<file path="config.mk">
export PLATFORM = sky130hd
export DESIGN_NAME = rsm_indication_mux
export DESIGN_NICKNAME = d
export VERILOG_FILES = /design/src/logic/rsm_indication_mux.v
export VERILOG_INCLUDE_DIRS = /design/src /design/src/logic
export SDC_FILE = /design/constraint.sdc
export NUM_CORES = 1
export LEC_CHECK = 0
export BUFFER_PORTS_ARGS = -buffer_cell sky130_fd_sc_hd__buf_2
export CAP_MARGIN = 10
export CELL_PAD_IN_SITES_DETAIL_PLACEMENT = 0
export CELL_PAD_IN_SITES_GLOBAL_PLACEMENT = 1
export CORE_ASPECT_RATIO = 0.9
export CORE_MARGIN = 1.5
export CORE_UTILIZATION = 25
export CTS_CLUSTER_DIAMETER = 60
export DETAILED_ROUTE_END_ITERATION = 6
export PLACE_DENSITY_LB_ADDON = 0.15
export SLEW_MARGIN = 20
export SYNTH_ARGS = -nofsm -noshare
export SYNTH_HDL_FRONTEND = slang
export SYNTH_SLANG_ARGS = --single-unit
export TNS_END_PERCENT = 30
</file>
<file path="constraint.sdc">
create_clock -name aclk -period 2.3 [get_ports aclk]
set_input_delay 0.115 -clock aclk [delete_from_list [all_inputs] [get_ports aclk]]
set_output_delay 0.115 -clock aclk [all_outputs]
set_load 0.1 [all_outputs]
</file>
<file path="src/logic/rsm_map.vh">
// Purpose: constants for the indication selector
// Assumes: 32-bit AXI4-Lite word registers
// Notes: included by rsm_indication_mux.v
`ifndef RSM_MAP_VH
`define RSM_MAP_VH
// ----------------------------------------
// register byte offsets
// ----------------------------------------
`define RSM_OFF_RX_CFG 5'h00
`define RSM_OFF_TX_CFG 5'h04
`define RSM_OFF_STATUS0 5'h08
`define RSM_OFF_STATUS1 5'h0c
`define RSM_OFF_FMT 5'h10
`define RSM_ADDR_W 5
`define RSM_IDX_SHIFT 2
// ----------------------------------------
// field positions
// ----------------------------------------
`define RSM_SEL_HI 7
`define RSM_SEL_LO 5
`define RSM_ST0_LINE_LOSS 0
`define RSM_ST0_SYS_LOSS 1
`define RSM_ST0_TX_LOSS 2
`define RSM_ST0_OVER_CUR 4
`define RSM_ST1_TXSYNC 4
`define RSM_ST1_RXSYNC 5
`define RSM_ST1_LINE_AIS 6
`define RSM_ST1_SYS_AIS 7
// ----------------------------------------
// format codes, 2 bits each; the reset value is 4 bits, covering both format fields
// ----------------------------------------
`define RSM_FMT_NRZ 2'h0
`define RSM_FMT_DUAL 2'h1
`define RSM_FMT_RST 4'h2
// ----------------------------------------
// select codes
// ----------------------------------------
`define RSM_SEL_PAT 3'h0
`define RSM_SEL_AIS 3'h1
`define RSM_SEL_S2 3'h2
`define RSM_SEL_S3 3'h3
`define RSM_SEL_EXZ 3'h4
`define RSM_SEL_BPV 3'h5
`define RSM_SEL_BOTH 3'h6
`define RSM_SEL_LOS 3'h7
`define RSM_SEL_RST 3'h0
// ----------------------------------------
// pattern detector figures
// ----------------------------------------
`define RSM_SYNC_BITS 7'h40
`define RSM_WIN_LAST 6'h3f
`define RSM_ERR_MAX 3'h6
// ----------------------------------------
// bus answers
// ----------------------------------------
`define RSM_RESP_OK 2'h0
`define RSM_RESP_ERR 2'h2
`endif

</file>
<file path="src/logic/rsm_indication_mux.v">
// Purpose: per-channel receive/transmit indication pin selector
// Assumes: one clock aclk; e1 ticks and events are synchronous strobes
// Notes: registers reached over AXI4-Lite
//
// Decided for this implementation: the register addresses and the AXI4-Lite interface to the registers.
`timescale 1ns/1ps
`default_nettype none
`include "rsm_map.vh"

// What this block does
// - receive single-rail NRZ: indication drives the negative-rail receive pin
// - receive dual-rail sliced: indication drives the recovered clock pin
// - receive source chosen by 3-bit field, bits 7 to 5, receive config
// - rx code 000: high while pattern synced, low one cycle per error
// - rx code 001: high while line alarm detected, as its status bit
// - rx code 010: XOR of positive and negative sliced receive data
// - rx code 011: recovered receive clock, same as its dedicated pin
// - rx codes 100/101: one-cycle pulse per excess zeroes / code violation
// - rx code 110: one-cycle pulse on excess zeroes or code violation
// - rx code 111: high while line loss of signal, as status bit
// - tx single-rail NRZ or dual-rail RZ: indication drives tx negative pin
// - transmit source chosen by 3-bit field, bits 7 to 5, transmit config
// - tx code 000: high while pattern synced, low one cycle per error
// - tx code 001: high while system alarm detected, as status bit
// - tx code 010: high while transmit over-current detected
// - tx code 011: high while transmit line loss of signal
// - tx codes 100/101/110: pulse on excess zeroes, violation, or either
// - tx code 111: high while system-side loss of signal
// - tx single-rail NRZ disables violation, combined and system loss codes
// - sync after over 64 matching bits; lose it on over 6 errors per 64
module rsm_indication_mux (
  input wire aclk,
  input wire aresetn,
  input wire aclken,
  input wire [`RSM_ADDR_W-1:0] s_axi_awaddr,
  input wire s_axi_awvalid,
  output wire s_axi_awready,
  input wire [31:0] s_axi_wdata,
  input wire [3:0] s_axi_wstrb,
  input wire s_axi_wvalid,
  output wire s_axi_wready,
  output reg [1:0] s_axi_bresp,
  output reg s_axi_bvalid,
  input wire s_axi_bready,
  input wire [`RSM_ADDR_W-1:0] s_axi_araddr,
  input wire s_axi_arvalid,
  output wire s_axi_arready,
  output reg [31:0] s_axi_rdata,
  output reg [1:0] s_axi_rresp,
  output reg s_axi_rvalid,
  input wire s_axi_rready,
  input wire rx_e1_tick,
  input wire rx_recovered_clock,
  input wire rx_positive_rail_data,
  input wire rx_negative_rail_data,
  input wire rx_pattern_mismatch,
  input wire line_alarm_signal,
  input wire line_excess_zeroes,
  input wire line_code_violation,
  input wire line_signal_loss,
  input wire tx_e1_tick,
  input wire tx_pattern_mismatch,
  input wire system_alarm_signal,
  input wire tx_over_current,
  input wire tx_line_signal_loss,
  input wire system_excess_zeroes,
  input wire system_code_violation,
  input wire system_signal_loss,
  output reg rx_negative_rail_pin,
  output reg rx_recovered_clock_pin,
  input wire tx_negative_rail_pin_in,
  output wire tx_negative_rail_pin_out,
  output wire tx_negative_rail_pin_oe,
  output wire tx_negative_rail_data,
  output reg rx_indication_out,
  output reg tx_indication_out
);

  // ----------------------------------------
  // register state
  // ----------------------------------------
  reg [2:0] rx_indication_select_reg;
  reg [2:0] tx_indication_select_reg;
  reg [3:0] fmt_reg;
  reg [`RSM_ADDR_W-1:0] awaddr_reg;
  reg aw_held_reg;
  reg [7:0] wdata_reg;
  reg wstrb0_reg;
  reg w_held_reg;
  wire [1:0] rx_fmt;
  wire [1:0] tx_fmt;
  wire [1:0] pd_sync;
  wire [1:0] pd_tick;
  wire [1:0] pd_err;

  assign rx_fmt = fmt_reg[1:0];
  assign tx_fmt = fmt_reg[3:2];

  // ----------------------------------------
  // pattern synchronisation, one per direction
  // ----------------------------------------
  assign pd_tick = {tx_e1_tick, rx_e1_tick};
  assign pd_err = {tx_pattern_mismatch, rx_pattern_mismatch};

  genvar d;
  generate
    for (d = 0; d < 2; d = d + 1) begin : g_pd
      reg sync_reg;
      reg [6:0] match_reg;
      reg [5:0] win_reg;
      reg [2:0] errs_reg;
      assign pd_sync[d] = sync_reg;
      always @(posedge aclk) begin
        if (!aresetn) begin
          sync_reg <= 1'b0;
          match_reg <= 7'h00;
          win_reg <= 6'h00;
          errs_reg <= 3'h0;
        end else if (aclken && pd_tick[d]) begin
          if (!sync_reg) begin
            win_reg <= 6'h00;
            errs_reg <= 3'h0;
            if (pd_err[d]) begin
              match_reg <= 7'h00;
            end else if (match_reg == `RSM_SYNC_BITS) begin
              sync_reg <= 1'b1;
              match_reg <= 7'h00;
            end else begin
              match_reg <= match_reg + 7'h01;
            end
          end else if (pd_err[d] && errs_reg == `RSM_ERR_MAX) begin
            sync_reg <= 1'b0;
            win_reg <= 6'h00;
            errs_reg <= 3'h0;
          end else if (win_reg == `RSM_WIN_LAST) begin
            win_reg <= 6'h00;
            errs_reg <= 3'h0;
          end else begin
            win_reg <= win_reg + 6'h01;
            if (pd_err[d]) begin
              errs_reg <= errs_reg + 3'h1;
            end
          end
        end
      end
    end
  endgenerate

  // ----------------------------------------
  // receive source selection
  // ----------------------------------------
  reg rx_ind_next;
  always @* begin
    rx_ind_next = 1'b0;
    case (rx_indication_select_reg)
      `RSM_SEL_PAT: rx_ind_next = pd_sync[0] & ~rx_pattern_mismatch;
      `RSM_SEL_AIS: rx_ind_next = line_alarm_signal;
      `RSM_SEL_S2: rx_ind_next = rx_positive_rail_data ^ rx_negative_rail_data;
      `RSM_SEL_S3: rx_ind_next = rx_recovered_clock;
      `RSM_SEL_EXZ: rx_ind_next = line_excess_zeroes;
      `RSM_SEL_BPV: rx_ind_next = line_code_violation;
      `RSM_SEL_BOTH: rx_ind_next = line_excess_zeroes | line_code_violation;
      `RSM_SEL_LOS: rx_ind_next = line_signal_loss;
      default: rx_ind_next = 1'b0;
    endcase
  end

  // ----------------------------------------
  // transmit source selection
  // ----------------------------------------
  reg tx_ind_next;
  wire tx_nrz;
  assign tx_nrz = (tx_fmt == `RSM_FMT_NRZ);
  always @* begin
    tx_ind_next = 1'b0;
    case (tx_indication_select_reg)
      `RSM_SEL_PAT: tx_ind_next = pd_sync[1] & ~tx_pattern_mismatch;
      `RSM_SEL_AIS: tx_ind_next = system_alarm_signal;
      `RSM_SEL_S2: tx_ind_next = tx_over_current;
      `RSM_SEL_S3: tx_ind_next = tx_line_signal_loss;
      `RSM_SEL_EXZ: tx_ind_next = system_excess_zeroes;
      `RSM_SEL_BPV: tx_ind_next = ~tx_nrz & system_code_violation;
      `RSM_SEL_BOTH: tx_ind_next = ~tx_nrz & (system_excess_zeroes | system_code_violation);
      `RSM_SEL_LOS: tx_ind_next = ~tx_nrz & system_signal_loss;
      default: tx_ind_next = 1'b0;
    endcase
  end

  // ----------------------------------------
  // indication registers
  // ----------------------------------------
  wire rx_is_clock;
  assign rx_is_clock = (rx_indication_select_reg == `RSM_SEL_S3);
  always @(posedge aclk) begin
    if (!aresetn) begin
      rx_indication_out <= 1'b0;
      tx_indication_out <= 1'b0;
    end else if (aclken) begin
      if (rx_e1_tick || rx_is_clock) begin
        rx_indication_out <= rx_ind_next;
      end
      if (tx_e1_tick) begin
        tx_indication_out <= tx_ind_next;
      end
    end
  end

  // ----------------------------------------
  // pin multiplexing
  // ----------------------------------------
  wire rx_nrz;
  wire rx_dual;
  assign rx_nrz = (rx_fmt == `RSM_FMT_NRZ);
  assign rx_dual = (rx_fmt == `RSM_FMT_DUAL);
  always @(posedge aclk) begin
    if (!aresetn) begin
      rx_negative_rail_pin <= 1'b0;
      rx_recovered_clock_pin <= 1'b0;
    end else if (aclken) begin
      if (rx_nrz) begin
        rx_negative_rail_pin <= rx_ind_next;
      end else begin
        rx_negative_rail_pin <= rx_negative_rail_data;
      end
      if (rx_dual) begin
        rx_recovered_clock_pin <= rx_ind_next;
      end else begin
        rx_recovered_clock_pin <= rx_recovered_clock;
      end
    end
  end

  wire tx_dual;
  assign tx_dual = (tx_fmt == `RSM_FMT_DUAL);
  assign tx_negative_rail_pin_oe = tx_nrz | tx_dual;
  assign tx_negative_rail_pin_out = tx_indication_out;
  assign tx_negative_rail_data = tx_negative_rail_pin_oe ? 1'b0 : tx_negative_rail_pin_in;

  // ----------------------------------------
  // word index of each bus request
  // ----------------------------------------
  wire [`RSM_ADDR_W-1:0] wr_index;
  wire [`RSM_ADDR_W-1:0] rd_index;
  assign wr_index = awaddr_reg >> `RSM_IDX_SHIFT;
  assign rd_index = s_axi_araddr >> `RSM_IDX_SHIFT;

  // ----------------------------------------
  // axi4-lite write channel
  // ----------------------------------------
  wire do_write;
  assign s_axi_awready = ~aw_held_reg & ~s_axi_bvalid;
  assign s_axi_wready = ~w_held_reg & ~s_axi_bvalid;
  assign do_write = aw_held_reg & w_held_reg & ~s_axi_bvalid;

  always @(posedge aclk) begin
    if (!aresetn) begin
      aw_held_reg <= 1'b0;
      w_held_reg <= 1'b0;
      awaddr_reg <= {`RSM_ADDR_W{1'b0}};
      wdata_reg <= 8'h00;
      wstrb0_reg <= 1'b0;
      s_axi_bvalid <= 1'b0;
      s_axi_bresp <= `RSM_RESP_OK;
      rx_indication_select_reg <= `RSM_SEL_RST;
      tx_indication_select_reg <= `RSM_SEL_RST;
      fmt_reg <= `RSM_FMT_RST;
    end else if (aclken) begin
      if (s_axi_awvalid && s_axi_awready) begin
        aw_held_reg <= 1'b1;
        awaddr_reg <= s_axi_awaddr;
      end
      if (s_axi_wvalid && s_axi_wready) begin
        w_held_reg <= 1'b1;
        wdata_reg <= s_axi_wdata[7:0];
        wstrb0_reg <= s_axi_wstrb[0];
      end
      if (do_write) begin
        aw_held_reg <= 1'b0;
        w_held_reg <= 1'b0;
        s_axi_bvalid <= 1'b1;
        s_axi_bresp <= `RSM_RESP_OK;
        case (wr_index)
          (`RSM_OFF_RX_CFG >> `RSM_IDX_SHIFT): begin
            if (wstrb0_reg) begin
              rx_indication_select_reg <= wdata_reg[`RSM_SEL_HI:`RSM_SEL_LO];
            end
          end
          (`RSM_OFF_TX_CFG >> `RSM_IDX_SHIFT): begin
            if (wstrb0_reg) begin
              tx_indication_select_reg <= wdata_reg[`RSM_SEL_HI:`RSM_SEL_LO];
            end
          end
          (`RSM_OFF_STATUS0 >> `RSM_IDX_SHIFT): s_axi_bresp <= `RSM_RESP_OK;
          (`RSM_OFF_STATUS1 >> `RSM_IDX_SHIFT): s_axi_bresp <= `RSM_RESP_OK;
          (`RSM_OFF_FMT >> `RSM_IDX_SHIFT): begin
            if (wstrb0_reg) begin
              fmt_reg <= wdata_reg[3:0];
            end
          end
          default: s_axi_bresp <= `RSM_RESP_ERR;
        endcase
      end else if (s_axi_bvalid && s_axi_bready) begin
        s_axi_bvalid <= 1'b0;
      end
    end
  end

  // ----------------------------------------
  // axi4-lite read channel
  // ----------------------------------------
  reg [7:0] status0_val;
  reg [7:0] status1_val;
  always @* begin
    status0_val = 8'h00;
    status1_val = 8'h00;
    status0_val[`RSM_ST0_LINE_LOSS] = line_signal_loss;
    status0_val[`RSM_ST0_SYS_LOSS] = system_signal_loss;
    status0_val[`RSM_ST0_TX_LOSS] = tx_line_signal_loss;
    status0_val[`RSM_ST0_OVER_CUR] = tx_over_current;
    status1_val[`RSM_ST1_TXSYNC] = pd_sync[1];
    status1_val[`RSM_ST1_RXSYNC] = pd_sync[0];
    status1_val[`RSM_ST1_LINE_AIS] = line_alarm_signal;
    status1_val[`RSM_ST1_SYS_AIS] = system_alarm_signal;
  end

  assign s_axi_arready = ~s_axi_rvalid;

  always @(posedge aclk) begin
    if (!aresetn) begin
      s_axi_rvalid <= 1'b0;
      s_axi_rdata <= 32'h0000_0000;
      s_axi_rresp <= `RSM_RESP_OK;
    end else if (aclken) begin
      if (s_axi_arvalid && s_axi_arready) begin
        s_axi_rvalid <= 1'b1;
        s_axi_rresp <= `RSM_RESP_OK;
        s_axi_rdata <= 32'h0000_0000;
        case (rd_index)
          (`RSM_OFF_RX_CFG >> `RSM_IDX_SHIFT): s_axi_rdata[`RSM_SEL_HI:`RSM_SEL_LO] <= rx_indication_select_reg;
          (`RSM_OFF_TX_CFG >> `RSM_IDX_SHIFT): s_axi_rdata[`RSM_SEL_HI:`RSM_SEL_LO] <= tx_indication_select_reg;
          (`RSM_OFF_STATUS0 >> `RSM_IDX_SHIFT): s_axi_rdata[7:0] <= status0_val;
          (`RSM_OFF_STATUS1 >> `RSM_IDX_SHIFT): s_axi_rdata[7:0] <= status1_val;
          (`RSM_OFF_FMT >> `RSM_IDX_SHIFT): s_axi_rdata[3:0] <= fmt_reg;
          default: s_axi_rresp <= `RSM_RESP_ERR;
        endcase
      end else if (s_axi_rvalid && s_axi_rready) begin
        s_axi_rvalid <= 1'b0;
      end
    end
  end

endmodule
`default_nettype wire

</file>
# After elaboration in Yosys (flattened, before gate mapping)
# Index checks and enable logic that the tools add are counted.
# classes
reduce_logical	39
addsub	6
bitwise	22
muxes	44
n_eq_ne	32
# op_table
operator	n
3-bit equality test (second input constant)	12
6-bit 2-to-1 mux	6
7-bit 2-to-1 mux	4
2-bit AND reduction	14
3-bit by 2-bit equality test with 1-bit output (second input constant)	8
3-bit 2-to-1 mux	8
1-bit 2-to-1 mux	19
1-bit one-hot mux with 8 select lines	2
7-bit by 1-bit adder with 7-bit output (second input constant)	2
7-bit equality test (second input constant)	2
6-bit by 1-bit adder with 6-bit output (second input constant)	2
3-bit by 1-bit equality test with 1-bit output (second input constant)	4
6-bit equality test (second input constant)	2
4-bit AND reduction	3
5-bit zero test	2
5-bit OR reduction	2
1-bit bitwise AND	9
1-bit logical AND	9
1-bit NOT	9
3-bit one-hot mux with 3 select lines	1
4-bit by 2-bit != test with 1-bit output (second input constant)	2
4-bit one-hot mux with 2 select lines	1
2-bit nonzero test	4
3-bit by 1-bit adder with 3-bit output (second input constant)	2
8 further kinds	14
# word_totals
wordCells	168
input_bits	72
register_bits	78
out_inout_bits	48

# Logic depth before layout (Yosys ltp)
# depth
word_depth	5
mapped_depth	7
ltp_nobuf	7

# Worst setup path after synthesis
# OpenSTA, ideal clock, no wires.
# synth_timing
path_type	register to register
start	register s_axi_rvalid
end	register s_axi_rdata[0]
arrival_ns	2.600
n_path_buf	0
path_stages_with_launch	6
setup_slack_ns	-0.376
setup_time_ns	0.076
synth_period_minus_slack_ns	2.676
required_ns	2.224
cell_sequence	dfxtp_1 inv_1 nand3_1 nor4b_1 a22oi_1 a21boi_0
# synth_between
elab_chain_cells	3
# synth_rtl
element	line	rtl
start: declaration	rsm_indication_mux.v:50	output reg s_axi_rvalid,
start signal: assignment	rsm_indication_mux.v:330	s_axi_rvalid <= 1'b0;
start signal: assignment	rsm_indication_mux.v:335	s_axi_rvalid <= 1'b1;
start signal: assignment	rsm_indication_mux.v:347	s_axi_rvalid <= 1'b0;
1-bit NOT	rsm_indication_mux.v:326	assign s_axi_arready = ~s_axi_rvalid;
net s_axi_arready	rsm_indication_mux.v:47	output wire s_axi_arready,
1-bit logical AND	rsm_indication_mux.v:334	if (s_axi_arvalid && s_axi_arready) begin
2-bit AND reduction (no line)	-	
end signal: indexed assignment	rsm_indication_mux.v:339	(`RSM_OFF_RX_CFG >> `RSM_IDX_SHIFT): s_axi_rdata[`RSM_SEL_HI:`RSM_SEL_LO] <= rx_indication_select_reg;
end signal: indexed assignment	rsm_indication_mux.v:340	(`RSM_OFF_TX_CFG >> `RSM_IDX_SHIFT): s_axi_rdata[`RSM_SEL_HI:`RSM_SEL_LO] <= tx_indication_select_reg;
end signal: assignment	rsm_indication_mux.v:341	(`RSM_OFF_STATUS0 >> `RSM_IDX_SHIFT): s_axi_rdata[7:0] <= status0_val;
end: declaration	rsm_indication_mux.v:48	output reg [31:0] s_axi_rdata,
# The timed path passes the listed nets, and every way through them passes these cells.
# A chain may end at the register's enable or synchronous reset.

# Final worst setup path
# layout_timing
start	register g_pd[0].win_reg[0]
end	register g_pd[0].errs_reg[1]
# layout_between
elab_chain_cells	4
word_cells_on_any_way	6
classes_between	eq/ne (2); mux (3); reduce/logical (1)
# layout_rtl
element	line	rtl
start: declaration	rsm_indication_mux.v:110	reg [5:0] win_reg;
start signal: assignment	rsm_indication_mux.v:139	win_reg <= win_reg + 6'h01;
6-bit equality test (no line) (*)	-	
3-bit 2-to-1 mux	rsm_indication_mux.v:135	end else if (win_reg == `RSM_WIN_LAST) begin
3-bit 2-to-1 mux	rsm_indication_mux.v:131	end else if (pd_err[d] && errs_reg == `RSM_ERR_MAX) begin
3-bit 2-to-1 mux	rsm_indication_mux.v:120	if (!sync_reg) begin
end signal: assignment	rsm_indication_mux.v:141	errs_reg <= errs_reg + 3'h1;
end: declaration	rsm_indication_mux.v:111	reg [2:0] errs_reg;
# Every way passes the cells marked *; elsewhere a longest branch is shown, timed or not.

==> flow_summary_export.csv <==
group,metric,value,unit
synthesis,ys_seq_elements,73,
placement,portBuffers,61,
sta,slew_headroom,60.29,%
critical_path,path_class,"flop to flop",
global_routing,track_usage,11.92,%
route,drt_iter0_drc,82,
clocking,post-cts-setup-buffers,0,
critical_path,max_stage_delay,530,ps
floorplanning,die_h,119.4,um
floorplanning,pin_count,120,
sta,setup_tns,0,ps
finish,drive_gt1_share,18.61,%
finish,finalCoreUtilization,30.31,%
route,routed_wl,8.932,mm
global_routing,grt_first_pass_wirelength,14.72,mm
synthesis,ys_seq_area_share,38.82,%
synthesis,synth_area_per_cell,8.796,um2
clocking,cts-root-buf,"clkbuf_16",
critical_path,reg2reg_depth,6,
synthesis,ys_top_cells_by_count,"73 x dfxtp_1, 37 x nor2b_1, 29 x nand2_1, 29 x nor2_1, 28 x mux2i_1",
clocking,clockBufferDepth,2,
hold_path,min_path_type,"primary input to flop",
critical_path,r2r_slack,440,ps
route,final_antenna_net_count,0,
clocking,cts_tree,"built",
sta,worst_pin_slew,593.0,ps
global_routing,antenna_found_initial,0,
pwr,peakVddDrop,252.4,uV
floorplanning,fp.dieW,132.4,um
placement,gp_congestion,0.7032,
critical_path,crit_path_start,"g_pd[0].win_reg[0]",
clocking,cts.hold.buffers_added,0,
critical_path,worstSetupEndpoint,"g_pd[0].errs_reg[1]",
sta,max_freq,539.0,MHz
floorplanning,initial_core_util,25.59,%
sta,fin_crit,1855,ps
synthesis,yosysTopAreaCell,"dfxtp_1",
critical_path,cp.required,2520,ps
sta,fin_skew,3.847,ps
sta,hold_viol,0,
route,wl_per_cell,13.00,um
clocking,clk_latency,330,ps
placement,dp_hpwl,6.767,mm
finish,largest_reg_flops,14,
route,avgViaCountPerCell,4.303,
pwr,leakage,1.749,nW
critical_path,crit_cells,6,
synthesis,ys_warn_count,0,
synthesis,mappedNetlistArea,3765,um2
outcome,outcome,"complete, no violations",
critical_path,critPathArrivalTime,2080,ps
critical_path,worstSetupStartpointType,"flop",
clocking,numCtsBuffers,9,
critical_path,critical-path-top-delay-family,"compound AO/OA/AOI/OAI gates",
synthesis,postSynthCellCount,428,
route,num_vias,2956,
clocking,path_clk_slew,50,ps
floorplanning,rows,42,
placement,dp_slack,455.1,ps
sta,maxSlewViolCount,0,
finish,syn2layout_area_growth,18.44,%
global_routing,grt_max_degree,32,
synthesis,synth_top_area_share,38.82,%
synthesis,synth_most_common_cell,"dfxtp_1",
synthesis,synth-edff-count,0,
run,max_cap_violations,0,
synthesis,synth.distinct_cells,54,
critical_path,worst_r2r_endpoint,"g_pd[0].errs_reg[1]",
critical_path,crit_chain,"ha_1 -> nand3_1 -> o211ai_1 -> nor2_1 -> a32oi_1 -> nor2b_1",
synthesis,netlist_top_cells_area,"dfxtp_1 39%, mux2i_1 7.4%, nor2b_1 6.1%",
route,firstDrtPassIters,4,
floorplanning,die-area,15810,um2
critical_path,crit_buf_inv,0,
sta,fin_ws,444.8,ps
critical_path,worst-path-max-fanout,7,
sta,period_share,80.66,%
synthesis,synth_top_flop_cell,"dfxtp_1",
floorplanning,coreArea,14710,um2
critical_path,crit_path_end_kind,"flop",
clocking,cts.htree.levels,3,
synthesis,ys_async_sr_fraction,0,%
finish,diodes,0,
pwr,p_per_area,679.6,nW/um2
critical_path,reg2reg_from,"g_pd[0].win_reg[0]",
finish,finalNetCount,569,
sta,rsz0062_at_grt,"false",
route,drcViolationCount,0,
sta,setup_viol_count_final,0,
global_routing,gr-total-overflow,0,
clocking,cts.repair.resized,0,
global_routing,grt_pass1_vias,2913,
clocking,clkSinkCount,73,
critical_path,critical-path-slowest-cell,"o211ai_1",
-- cell families (layout without fill, tap and decap cells) --
group,after synthesis,count (layout),share of synthesized area [%]
other,1,26,0.09961
adders and majority gates,10,10,3.323
and+or+nand+nor,164,164,24.13
xor gates and xnor gates,17,17,3.955
DFF,73,73,38.82
AOI/OAI and AO/OA,74,74,12.63
muxes,30,30,8.342
buffers and inverters,59,95,8.707
-- stage by stage --
stage                     total power [mW]  instances  area (um2)  hold WS (ps)
after floorplan                      1.760        453        3864         284.4
after global placement               1.820        674        4208         371.3
after detailed placement             1.821        674        4208         381.4
after CTS                            3.089        687        4459         31.22
after global routing                 3.169        687        4459         42.59
final                                3.030        687        4459         38.86
-- final cells by class --
class	instances	area (um2)
Clock buffer	12	246.5
Clock inverter	1	5.005
Fill cell	1606	10250
Inverter	12	48.80
Multi-Input combinational cell	321	2076
Sequential cell	73	1463
Tap cell	198	247.7
Timing Repair Buffer	70	372.9
-- layer usage --
| layer | global-route usage (%) | up-vias | routed length, um |
|---|---|---|---|
| li1 | - | 1549 | - |
| met1 | 15.69 | 1331 | 4548 |
| met2 | 18.29 | 64 | 3866 |
| met3 | 3.065 | 12 | 329 |
| met4 | 5.495 | 0 | 187 |
| met5 | 0 | - | 0 |
-- worst min-delay path, cell delays in order --
cell	delay (ps)
buf_2	80
mux2i_1	50
nor2b_1	90
-- worst min-delay path by stage --
stage,start,end,slack [ps],cells after the start
2_1_floorplan,s_axi_wdata[0],wdata_reg[0],280,2
3_5_place_dp,s_axi_awaddr[2],awaddr_reg[2],380,3
6_report,s_axi_wdata[2],wdata_reg[2],40,3
5_1_grt,s_axi_wdata[5],wdata_reg[5],40,3
4_1_cts,s_axi_wdata[5],wdata_reg[5],30,3
3_3_place_gp,s_axi_wdata[3],wdata_reg[3],370,3
-- where the power goes --
| part | internal, mW | leakage (nW) | switching [mW] |
|---|---|---|---|
| Combinational | 0.0965 | 1.03 | 0.382 |
| Sequential | 1.29 | 0.591 | 0.0217 |
| Clock | 0.740 | 0.124 | 0.501 |
-- placed cells by master, fill, tap and decap left out, drive strengths merged, types with 4 or more instances in the layout --
cell type,n
o21ai,22
inv,11
a21boi,14
nand3,17
nand2,30
xor2,11
clkbuf,12
nor4b,4
a22oi,8
mux2i,28
buf,70
xnor2,6
ha,10
dfxtp,73
nor3,11
conb,26
nor2b,37
nand2b,5
and2,6
nor2,29
a21oi,12
Note: power is estimated with default switching activity, not from simulation.
